**src/logic/csc_regs.svh**
```systemverilog
// Command codes, field positions, reset values and frequency constants of the slot config bank.
`ifndef CSC_REGS_SVH
`define CSC_REGS_SVH

// Command codes with the direction bit cleared, except the real-time code 4D, which has it set.
`define CSC_CMD_TX_SLOT      8'h40
`define CSC_CMD_RX_SLOT      8'h42
`define CSC_CMD_CLK_SLOT     8'h44
`define CSC_CMD_CHIP_CFG     8'h46
`define CSC_CMD_CHAN_EN      8'h4A
`define CSC_CMD_RT_DATA      8'h4D
`define CSC_CMD_RT_MASK      8'h6C
`define CSC_CMD_DIR_STRIP    8'hFE
`define CSC_CMD_RT_STRIP     8'hFD
`define CSC_CMD_RW_BIT       0
`define CSC_CMD_RT_CLR_BIT   1

// Slot register fields.
`define CSC_SLOT_HWY_BIT     7
`define CSC_SLOT_NUM_MSB     6

// Clock slot register fields.
`define CSC_CLK_TAB_BIT      7
`define CSC_CLK_EDGE_BIT     6
`define CSC_CLK_RX_MSB       5
`define CSC_CLK_RX_LSB       3
`define CSC_CLK_TX_MSB       2

// Chip configuration fields.
`define CSC_CFG_IRQ_TYPE_BIT 7
`define CSC_CFG_CHOP_BIT     6
`define CSC_CFG_SIG_BIT      5
`define CSC_CFG_CLK_SRC_BIT  4
`define CSC_CFG_FREQ_MSB     3

// Channel enable and mode fields.
`define CSC_EN_RBE_BIT       6
`define CSC_EN_VOICE_OUT_IDLE_MODE_BIT     5
`define CSC_EN_LPM_BIT       4
`define CSC_EN_CHAN_MSB      3

// Reset values.
`define CSC_RST_CLK_SLOT     8'h00
`define CSC_RST_CHIP_CFG     8'h9A
`define CSC_RST_CHAN_EN      8'h0F
`define CSC_RST_RT_MASK      8'hFF
`define CSC_RST_FREQ_KHZ     14'h2000

// Master clock bases in kHz and chopper divisors.
`define CSC_FREQ_B0_KHZ      14'h0600
`define CSC_FREQ_B1_KHZ      14'h0608
`define CSC_FREQ_B2_KHZ      14'h0800
`define CSC_CHOP_DIV_SLOW    4'h8
`define CSC_CHOP_DIV_FAST    4'h7

`endif

```
**src/logic/csc_pkg.sv**
```systemverilog
// Types shared by the slot config bank modules.
package csc_pkg;

    typedef struct packed {
        logic [7:0] tx;
        logic [7:0] rx;
        logic       tab;
    } csc_chan_state_t;

    typedef struct packed {
        logic        tx_edge;
        logic [2:0]  rx_off;
        logic [2:0]  tx_off;
        logic [7:0]  cfg;
        logic [3:0]  chan_en;
        logic        robbed_bit_en;
        logic        voice_out_idle_mode;
        logic        legacy_power_bit;
        logic [7:0]  mask;
        logic [7:0]  rt_prev;
        logic        pending;
        logic        rsp_valid;
        logic [7:0]  rsp_data;
        logic        irq_n;
        logic        irq_n_oe;
        logic [13:0] freq_khz;
        logic        freq_rsvd;
        logic [3:0]  chop_div;
        logic        robbed_active;
        logic        e1_allowed;
    } csc_state_t;

endpackage

```
**src/logic/csc_chan_slot.sv**
```systemverilog
// Per-channel transmit slot, receive slot and dual-transmit storage.
`timescale 1ns/100ps
`include "csc_regs.svh"
module csc_chan_slot import csc_pkg::*; #(
    parameter logic [7:0] RESET_SLOT = 8'h00
) (
    // Clock and reset
    input  wire logic       ref_clk_i,
    input  wire logic       resetn_i,
    // Write strobes and data
    input  wire logic       wr_tx_i,
    input  wire logic       wr_rx_i,
    input  wire logic       wr_tab_i,
    input  wire logic [7:0] data_i,
    // Stored values
    output logic      [7:0] tx_o,
    output logic      [7:0] rx_o,
    output logic            tab_o
);

    csc_chan_state_t st;
    csc_chan_state_t next_st;

    always_comb begin
        next_st = st;
        if (wr_tx_i) begin
            next_st.tx = data_i;
        end
        if (wr_rx_i) begin
            next_st.rx = data_i;
        end
        if (wr_tab_i) begin
            next_st.tab = data_i[`CSC_CLK_TAB_BIT];
        end
    end

    always_ff @(posedge ref_clk_i or negedge resetn_i) begin
        if (!resetn_i) begin
            st.tx  <= RESET_SLOT;
            st.rx  <= RESET_SLOT;
            st.tab <= 1'b0;
        end else begin
            st <= next_st;
        end
    end

    assign tx_o  = st.tx;
    assign rx_o  = st.rx;
    assign tab_o = st.tab;

endmodule

```
**src/logic/csc_bank.sv**
```systemverilog
// Command-addressed slot and configuration register bank for one four-channel group.
`timescale 1ns/100ps
`include "csc_regs.svh"
module csc_bank import csc_pkg::*; (
    // Clock and reset
    input  wire logic            ref_clk_i,
    input  wire logic            resetn_i,
    // Decoded command port
    input  wire logic            cmd_valid_i,
    input  wire logic [7:0]      cmd_i,
    input  wire logic [7:0]      cmd_data_i,
    output logic                 rsp_valid_o,
    output logic      [7:0]      rsp_data_o,
    // Real-time inputs and coding state
    input  wire logic [3:0]      debounced_input_a_i,
    input  wire logic [3:0]      input_b_or_mux_i,
    input  wire logic            mu_law_sel_i,
    input  wire logic            e1_mux_req_i,
    // Interrupt pin
    output logic                 irq_n_o,
    output logic                 irq_n_oe_o,
    // Per-channel slot settings
    output logic [3:0][6:0]      tx_slot_number_o,
    output logic [3:0]           tx_highway_sel_o,
    output logic [3:0][6:0]      rx_slot_number_o,
    output logic [3:0]           rx_highway_sel_o,
    output logic [3:0]           dual_tx_en_o,
    // Global clock slot settings
    output logic                 tx_edge_sel_o,
    output logic      [2:0]      rx_bit_offset_o,
    output logic      [2:0]      tx_bit_offset_o,
    // Chip configuration
    output logic                 irq_output_type_o,
    output logic                 chopper_rate_sel_o,
    output logic      [3:0]      chopper_div_o,
    output logic                 highway_signaling_en_o,
    output logic                 master_clock_source_o,
    output logic                 e1_mux_allowed_o,
    output logic      [3:0]      master_freq_sel_o,
    output logic      [13:0]     master_freq_khz_o,
    output logic                 master_freq_reserved_o,
    // Channel enable and mode
    output logic                 robbed_bit_en_o,
    output logic                 robbed_bit_active_o,
    output logic                 voice_out_idle_mode_o,
    output logic                 legacy_power_bit_o,
    output logic      [3:0]      chan_cmd_en_o,
    output logic      [7:0]      realtime_bit_mask_o
);

    csc_state_t       st;
    csc_state_t       next_st;
    logic [3:0][7:0]  chan_tx;
    logic [3:0][7:0]  chan_rx;
    logic [3:0]       chan_tab;
    logic [3:0]       wr_tx;
    logic [3:0]       wr_rx;
    logic [3:0]       wr_tab;
    logic [7:0]       opc;
    logic             is_read;
    logic             any_en;
    logic [1:0]       sel_idx;
    logic [7:0]       rt_now;
    logic [7:0]       rt_change;
    logic             rt_hit;
    logic             rt_clr;
    logic [13:0]      base_khz;

    // Each of the four channels has its own slot storage instance, with its own reset slot.
    genvar c;
    generate
        for (c = 0; c < 4; c++) begin : g_chan
            csc_chan_slot #(
                .RESET_SLOT (8'(c))
            ) u_slot (
                .ref_clk_i (ref_clk_i),
                .resetn_i  (resetn_i),
                .wr_tx_i   (wr_tx[c]),
                .wr_rx_i   (wr_rx[c]),
                .wr_tab_i  (wr_tab[c]),
                .data_i    (cmd_data_i),
                .tx_o      (chan_tx[c]),
                .rx_o      (chan_rx[c]),
                .tab_o     (chan_tab[c])
            );
        end
    endgenerate

    // Real-time byte with channel 1 in the lowest pair, debounced bit below.
    assign rt_now = {input_b_or_mux_i[3], debounced_input_a_i[3],
                     input_b_or_mux_i[2], debounced_input_a_i[2],
                     input_b_or_mux_i[1], debounced_input_a_i[1],
                     input_b_or_mux_i[0], debounced_input_a_i[0]};

    assign opc     = cmd_i & `CSC_CMD_DIR_STRIP;
    assign is_read = cmd_i[`CSC_CMD_RW_BIT];
    assign any_en  = |st.chan_en;
    assign rt_hit  = cmd_valid_i && ((cmd_i & `CSC_CMD_RT_STRIP) == `CSC_CMD_RT_DATA);
    assign rt_clr  = rt_hit && cmd_i[`CSC_CMD_RT_CLR_BIT];

    // A channel read returns the lowest-numbered enabled channel.
    always_comb begin
        sel_idx = 2'h0;
        if (st.chan_en[0]) begin
            sel_idx = 2'h0;
        end else if (st.chan_en[1]) begin
            sel_idx = 2'h1;
        end else if (st.chan_en[2]) begin
            sel_idx = 2'h2;
        end else if (st.chan_en[3]) begin
            sel_idx = 2'h3;
        end
    end

    // Channel writes land in every enabled channel, so enables act as a broadcast set.
    always_comb begin
        wr_tx  = 4'h0;
        wr_rx  = 4'h0;
        wr_tab = 4'h0;
        if (cmd_valid_i && !is_read) begin
            if (opc == `CSC_CMD_TX_SLOT) begin
                wr_tx = st.chan_en;
            end
            if (opc == `CSC_CMD_RX_SLOT) begin
                wr_rx = st.chan_en;
            end
            if (opc == `CSC_CMD_CLK_SLOT) begin
                wr_tab = st.chan_en;
            end
        end
    end

    always_comb begin
        next_st           = st;
        next_st.rsp_valid = 1'b0;
        next_st.rt_prev   = rt_now;
        rt_change         = (rt_now ^ st.rt_prev) & ~st.mask;
        base_khz          = `CSC_FREQ_B0_KHZ;

        if (cmd_valid_i && !is_read) begin
            unique case (opc)
                `CSC_CMD_CLK_SLOT: begin
                    if (any_en) begin
                        next_st.tx_edge = cmd_data_i[`CSC_CLK_EDGE_BIT];
                        next_st.rx_off  = cmd_data_i[`CSC_CLK_RX_MSB:`CSC_CLK_RX_LSB];
                        next_st.tx_off  = cmd_data_i[`CSC_CLK_TX_MSB:0];
                    end
                end
                `CSC_CMD_CHIP_CFG: begin
                    next_st.cfg = cmd_data_i;
                end
                `CSC_CMD_CHAN_EN: begin
                    next_st.chan_en = cmd_data_i[`CSC_EN_CHAN_MSB:0];
                    next_st.legacy_power_bit     = cmd_data_i[`CSC_EN_LPM_BIT];
                    next_st.voice_out_idle_mode   = cmd_data_i[`CSC_EN_VOICE_OUT_IDLE_MODE_BIT];
                    next_st.robbed_bit_en     = cmd_data_i[`CSC_EN_RBE_BIT];
                end
                `CSC_CMD_RT_MASK: begin
                    next_st.mask = cmd_data_i;
                end
                default: begin
                end
            endcase
        end

        if (cmd_valid_i && is_read) begin
            unique case (opc)
                `CSC_CMD_TX_SLOT: begin
                    if (any_en) begin
                        next_st.rsp_valid = 1'b1;
                        next_st.rsp_data  = chan_tx[sel_idx];
                    end
                end
                `CSC_CMD_RX_SLOT: begin
                    if (any_en) begin
                        next_st.rsp_valid = 1'b1;
                        next_st.rsp_data  = chan_rx[sel_idx];
                    end
                end
                `CSC_CMD_CLK_SLOT: begin
                    if (any_en) begin
                        next_st.rsp_valid = 1'b1;
                        next_st.rsp_data  = {chan_tab[sel_idx], st.tx_edge,
                                             st.rx_off, st.tx_off};
                    end
                end
                `CSC_CMD_CHIP_CFG: begin
                    next_st.rsp_valid = 1'b1;
                    next_st.rsp_data  = st.cfg;
                end
                `CSC_CMD_CHAN_EN: begin
                    next_st.rsp_valid = 1'b1;
                    next_st.rsp_data  = {1'b0, st.robbed_bit_en, st.voice_out_idle_mode, st.legacy_power_bit, st.chan_en};
                end
                `CSC_CMD_RT_MASK: begin
                    next_st.rsp_valid = 1'b1;
                    next_st.rsp_data  = st.mask;
                end
                default: begin
                end
            endcase
        end

        // The real-time read is answered with no regard to channel enables.
        if (rt_hit) begin
            next_st.rsp_valid = 1'b1;
            next_st.rsp_data  = st.rt_prev;
        end

        // A fresh unmasked change in the clearing cycle keeps the interrupt pending.
        next_st.pending = (|rt_change) || (st.pending && !rt_clr);

        // Open-drain only pulls low; TTL drives both levels all the time.
        if (next_st.cfg[`CSC_CFG_IRQ_TYPE_BIT]) begin
            next_st.irq_n    = 1'b0;
            next_st.irq_n_oe = next_st.pending;
        end else begin
            next_st.irq_n    = !next_st.pending;
            next_st.irq_n_oe = 1'b1;
        end

        next_st.chop_div = next_st.cfg[`CSC_CFG_CHOP_BIT] ?
                           `CSC_CHOP_DIV_FAST : `CSC_CHOP_DIV_SLOW;

        // Frequency decode: low pair picks the base, high pair the power-of-two multiple.
        unique case (next_st.cfg[1:0])
            2'h0: base_khz = `CSC_FREQ_B0_KHZ;
            2'h1: base_khz = `CSC_FREQ_B1_KHZ;
            2'h2: base_khz = `CSC_FREQ_B2_KHZ;
            2'h3: base_khz = 14'h0000;
        endcase
        next_st.freq_rsvd = (next_st.cfg[1:0] == 2'h3) ||
                            (next_st.cfg[`CSC_CFG_FREQ_MSB:2] == 2'h3);
        if (next_st.freq_rsvd) begin
            next_st.freq_khz = 14'h0000;
        end else begin
            next_st.freq_khz = base_khz << next_st.cfg[`CSC_CFG_FREQ_MSB:2];
        end

        next_st.robbed_active = next_st.robbed_bit_en && mu_law_sel_i;
        next_st.e1_allowed    = next_st.cfg[`CSC_CFG_CLK_SRC_BIT] && e1_mux_req_i;
    end

    // All global settings live here, one copy per group instance.
    always_ff @(posedge ref_clk_i or negedge resetn_i) begin
        if (!resetn_i) begin
            st.tx_edge       <= 1'(`CSC_RST_CLK_SLOT >> `CSC_CLK_EDGE_BIT);
            st.rx_off        <= 3'h0;
            st.tx_off        <= 3'h0;
            st.cfg           <= `CSC_RST_CHIP_CFG;
            st.chan_en       <= 4'(`CSC_RST_CHAN_EN);
            st.robbed_bit_en           <= 1'b0;
            st.voice_out_idle_mode         <= 1'b0;
            st.legacy_power_bit           <= 1'b0;
            st.mask          <= `CSC_RST_RT_MASK;
            st.rt_prev       <= 8'h00;
            st.pending       <= 1'b0;
            st.rsp_valid     <= 1'b0;
            st.rsp_data      <= 8'h00;
            st.irq_n         <= 1'b0;
            st.irq_n_oe      <= 1'b0;
            st.freq_khz      <= `CSC_RST_FREQ_KHZ;
            st.freq_rsvd     <= 1'b0;
            st.chop_div      <= `CSC_CHOP_DIV_SLOW;
            st.robbed_active <= 1'b0;
            st.e1_allowed    <= 1'b0;
        end else begin
            st <= next_st;
        end
    end

    generate
        for (c = 0; c < 4; c++) begin : g_out
            assign tx_slot_number_o[c] = chan_tx[c][`CSC_SLOT_NUM_MSB:0];
            assign tx_highway_sel_o[c] = chan_tx[c][`CSC_SLOT_HWY_BIT];
            assign rx_slot_number_o[c] = chan_rx[c][`CSC_SLOT_NUM_MSB:0];
            assign rx_highway_sel_o[c] = chan_rx[c][`CSC_SLOT_HWY_BIT];
        end
    endgenerate

    assign dual_tx_en_o           = chan_tab;
    assign rsp_valid_o            = st.rsp_valid;
    assign rsp_data_o             = st.rsp_data;
    assign irq_n_o                = st.irq_n;
    assign irq_n_oe_o             = st.irq_n_oe;
    assign tx_edge_sel_o          = st.tx_edge;
    assign rx_bit_offset_o        = st.rx_off;
    assign tx_bit_offset_o        = st.tx_off;
    assign irq_output_type_o      = st.cfg[`CSC_CFG_IRQ_TYPE_BIT];
    assign chopper_rate_sel_o     = st.cfg[`CSC_CFG_CHOP_BIT];
    assign chopper_div_o          = st.chop_div;
    assign highway_signaling_en_o = st.cfg[`CSC_CFG_SIG_BIT];
    assign master_clock_source_o  = st.cfg[`CSC_CFG_CLK_SRC_BIT];
    assign e1_mux_allowed_o       = st.e1_allowed;
    assign master_freq_sel_o      = st.cfg[`CSC_CFG_FREQ_MSB:0];
    assign master_freq_khz_o      = st.freq_khz;
    assign master_freq_reserved_o = st.freq_rsvd;
    assign robbed_bit_en_o        = st.robbed_bit_en;
    assign robbed_bit_active_o    = st.robbed_active;
    assign voice_out_idle_mode_o  = st.voice_out_idle_mode;
    assign legacy_power_bit_o     = st.legacy_power_bit;
    assign chan_cmd_en_o          = st.chan_en;
    assign realtime_bit_mask_o    = st.mask;

endmodule

```
**config.mk**
```make
export PLATFORM = sky130hd
export DESIGN_NAME = csc_bank
export DESIGN_NICKNAME = d
export VERILOG_FILES = /design/src/logic/csc_pkg.sv /design/src/logic/csc_chan_slot.sv /design/src/logic/csc_bank.sv
export VERILOG_INCLUDE_DIRS = /design/src /design/src/logic
export SDC_FILE = /design/constraint.sdc
export NUM_CORES = 1
export LEC_CHECK = 0
export ABC_AREA = 1
export BUFFER_PORTS_ARGS = -buffer_cell sky130_fd_sc_hd__buf_2
export CORE_MARGIN = 4
export CORE_UTILIZATION = 35
export CTS_CLUSTER_DIAMETER = 40
export DETAILED_ROUTE_END_ITERATION = 8
export PLACE_DENSITY = 0.6
export SLEW_MARGIN = 40
export SYNTH_ARGS = -nofsm -noshare
export SYNTH_HDL_FRONTEND = slang
export SYNTH_SLANG_ARGS = --single-unit
```
**constraint.sdc**
```tcl
create_clock -name ref_clk_i -period 1.9 [get_ports ref_clk_i]
set_input_delay 0.19 -clock ref_clk_i [delete_from_list [all_inputs] [get_ports ref_clk_i]]
set_output_delay 0.19 -clock ref_clk_i [all_outputs]
set_load 0.005 [all_outputs]
```
==> metrics.txt <==
WL/cell=17.9 um; # IOs=159; status=finished clean; Max-slew headroom=63.9%; die area=21100 sq um; Worst Max-Slew Pin Slew=541 ps; die width=145 um; Inserted Clock Buffers=17; Ant. Diodes=0; via count=5726; Final Skew=6.74 ps; Worst Hold Launch=e1_mux_req_i; hold-critical path depth=2; cell area after synthesis=6600 sq um; Post-CTS Setup Inserts=0; Worst Hold Class=input port to flip-flop; Hold Vio Cnt, Final=0; Syn. warnings=0; Leak Pwr=4.29 nW; die height=145 um; Area Overhead vs Synth=25.1%; Final HPWL DP=15900 um; fmax=575 MHz; Max-cap violations=0; VDD IR-drop max=0.580 mV; IO buf count=153; Synth area leaders=dfrtp_1 (40%), nand2_1 (11%), dfstp_2 (10%), o21ai_0 (8.4%), buf_4 (6.3%); DR pass1 iterations=5; # setup viols final=0; area leader, netlist=dfrtp_1; worst skew pair latency=420 ps; crit start category=flip-flop; CP required=2210 ps; Register-to-Register Path Depth=10; clock sink count=131; non-filler instance count after layout=1184; synthesized netlist cell count=795; Worst Path Arrival=2050 ps; FF-to-FF End=rsp_data_o[0]; number of antenna violations at the first check in global routing=0; clock root buffer=clkbuf_16; antenna-violating nets left=0; mean post-synth cell area=8.30 sq um; Clock Tree Buf Depth=2; sequential area share after synthesis=50.2%; H-tree depth=4; reg2reg setup slack=160 ps; # nets final=971; synth unique cells=35; Detailed Route WL=21100 um; Starting DRT DRC Count=426; Critical Path End Type=flip-flop; vias in the first global route=5575; hold path endpoint=e1_mux_allowed_o; core area=18300 sq um; row cnt=49; pwr dens=902 nW/um^2; Final Util=45.1%; first-pass GRT wire length=33000 um; Crit Path Max Fanout=23; reg-to-reg startpoint=chan_cmd_en_o[1]; largest net degree at the start of global routing=35; Max Slew Vio Count=0; DR DRC count=0; Total Power=7.44 mW; Placed Cells=1140; ratio of cells with drive above 1 in the final layout=30.4%; synthesized flop and latch total=131; Tcrit/Tclk final=91.5%; GR Util All Layers=20.2%; Initial Util=36.1%; GPL Wtd Cong=0.887; gr ovfl total=0; area share of the largest cell type after synthesis=39.8%; Final min period=1740 ps; CTS tree=yes; Clock Pin Slew Worst Setup and Hold Paths=60 ps; fillcell total=1786; CP Class=flip-flop to flip-flop; drt via density=4.84
## cell usage after synthesis
| cell type | count |
|---|---|
| a21oi_1 | 11 |
| and2_1 | 2 |
| buf_2 | 11 |
| buf_4 | 55 |
| buf_6 | 2 |
| clkbuf_1 | 10 |
| clkinv_1 | 2 |
| conb_1 | 1 |
| dfrtp_1 | 105 |
| dfstp_2 | 26 |
| inv_1 | 90 |
| inv_2 | 6 |
| nand2_1 | 199 |
| nand2_2 | 7 |
| nand2_4 | 3 |
| nand3_1 | 57 |
| nand3_2 | 2 |
| nand3b_1 | 3 |
| nand4_1 | 7 |
| nor2_1 | 30 |
| nor2_2 | 3 |
| nor2_4 | 3 |
| nor3_1 | 2 |
| nor3_2 | 2 |
| nor3_4 | 1 |
| nor4_1 | 1 |
| o211ai_1 | 8 |
| o21a_1 | 1 |
| o21ai_0 | 111 |
| o21ai_1 | 7 |
| o21ai_2 | 11 |
| o21ai_4 | 4 |
| o21bai_1 | 1 |
| o22ai_1 | 8 |
| xnor2_1 | 3 |
## report_power, final
group / switching, mW / internal, mW / leakage [nW]
Clock: 1.27 / 2.14 / 0.290
Sequential: 0.155 / 2.98 / 1.65
Combinational: 0.534 / 0.363 / 2.35
## area by class of cell
type,instances,area (sq um),area share (%)
clock buffers,21,460,5.58
flip-flops and latches,131,3310,40.1
repair buffers,201,1250,15.2
multi-input cells,493,2420,29.3
well taps,229,287,3.47
clock inverters,11,153,1.85
inverters,98,368,4.46
## state kept, by name, indices dropped and copies added (netlist names), 2 cells and up
register,flops
rx_bit_offset_o,3
master_freq_sel_o,4
g_chan.u_slot.tx_o,32
rsp_data_o,8
st,9
g_chan.u_slot.tab_o,4
realtime_bit_mask_o,8
chan_cmd_en_o,4
tx_bit_offset_o,3
master_freq_khz_o,9
chopper_div_o,2
g_chan.u_slot.rx_o,32
## metrics by stage
step | setup slack (ps) | TNS, ps | area (sq um) | hold slack [ps]
global route | -12.2 | -13.1 | 8250 | 22.6
floorplan | 206 | 0 | 6610 | -106
global placement | 88.8 | 0 | 7490 | 168
CTS | 65.4 | 0 | 8210 | 0.601
finish | 162 | 0 | 8250 | 13.4
detailed placement | 79.1 | 0 | 7490 | 170
## worst max path at each step
stage	startpoint	end	slack [ps]	depth (start not counted)
floorplan	chan_cmd_en_o[1]	rsp_data_o[4]	210	11
global placement	chan_cmd_en_o[2]	rsp_data_o[0]	90	13
detailed placement	chan_cmd_en_o[2]	rsp_data_o[0]	80	13
CTS	chan_cmd_en_o[2]	rsp_data_o[0]	70	13
global route	chan_cmd_en_o[3]	rsp_data_o[0]	-10	11
finish	chan_cmd_en_o[1]	rsp_data_o[0]	160	10
## per-layer routing
metal / wire length, um / GRT usage [%]
met5: 0 / 0
met4: 252 / 5.18
met3: 1660 / 5.61
met2: 9500 / 30.8
met1: 9730 / 28.4
## timing repair
action	in CTS	in global routing
setup endpoints to repair	0	6
hold buffers	11	0
gates resized for setup	0	4
hold endpoints to repair	26	0
## cells by family after synthesis
family / Yosys count / share of synthesized area, %
DFF: 131 / 50.2
AOI/OAI and AO/OA: 162 / 14.1
buffers and inverters: 176 / 13.6
xor gates and xnor gates: 3 / 0.398
other: 1 / 0.0569
and+or+nand+nor: 322 / 21.6
## worst max-delay path: stages, from the launching register on
cell	delay [ps]
dfstp_2	550
nor2_1	60
o21ai_1	130
buf_4	310
a21oi_1	70
o21ai_0	120
nand2_1	120
nand3_1	80
nand3_1	60
nand2_1	60
nand2_1	50
## cell usage in the layout, fill, tap and decap left out, drive strengths merged
cell type,synthesis,final
nand2,209,209
buf,68,189
o21ai,133,133
dfrtp,105,105
inv,96,97
nand3,59,59
nor2,36,36
dfstp,26,26
clkbuf,10,22
a21oi,11,11
dlygate4sd3,0,11
o22ai,8,8
o211ai,8,8
nand4,7,7
conb,1,6
clkinv,2,6
nor3,5,5
xnor2,3,3
nand3b,3,3
bufinv,0,3
clkinvlp,0,3
and2,2,2
nor4,1,1
o21a,1,1
o21bai,1,1
No activity file was read; power rests on OpenSTA's default activity.
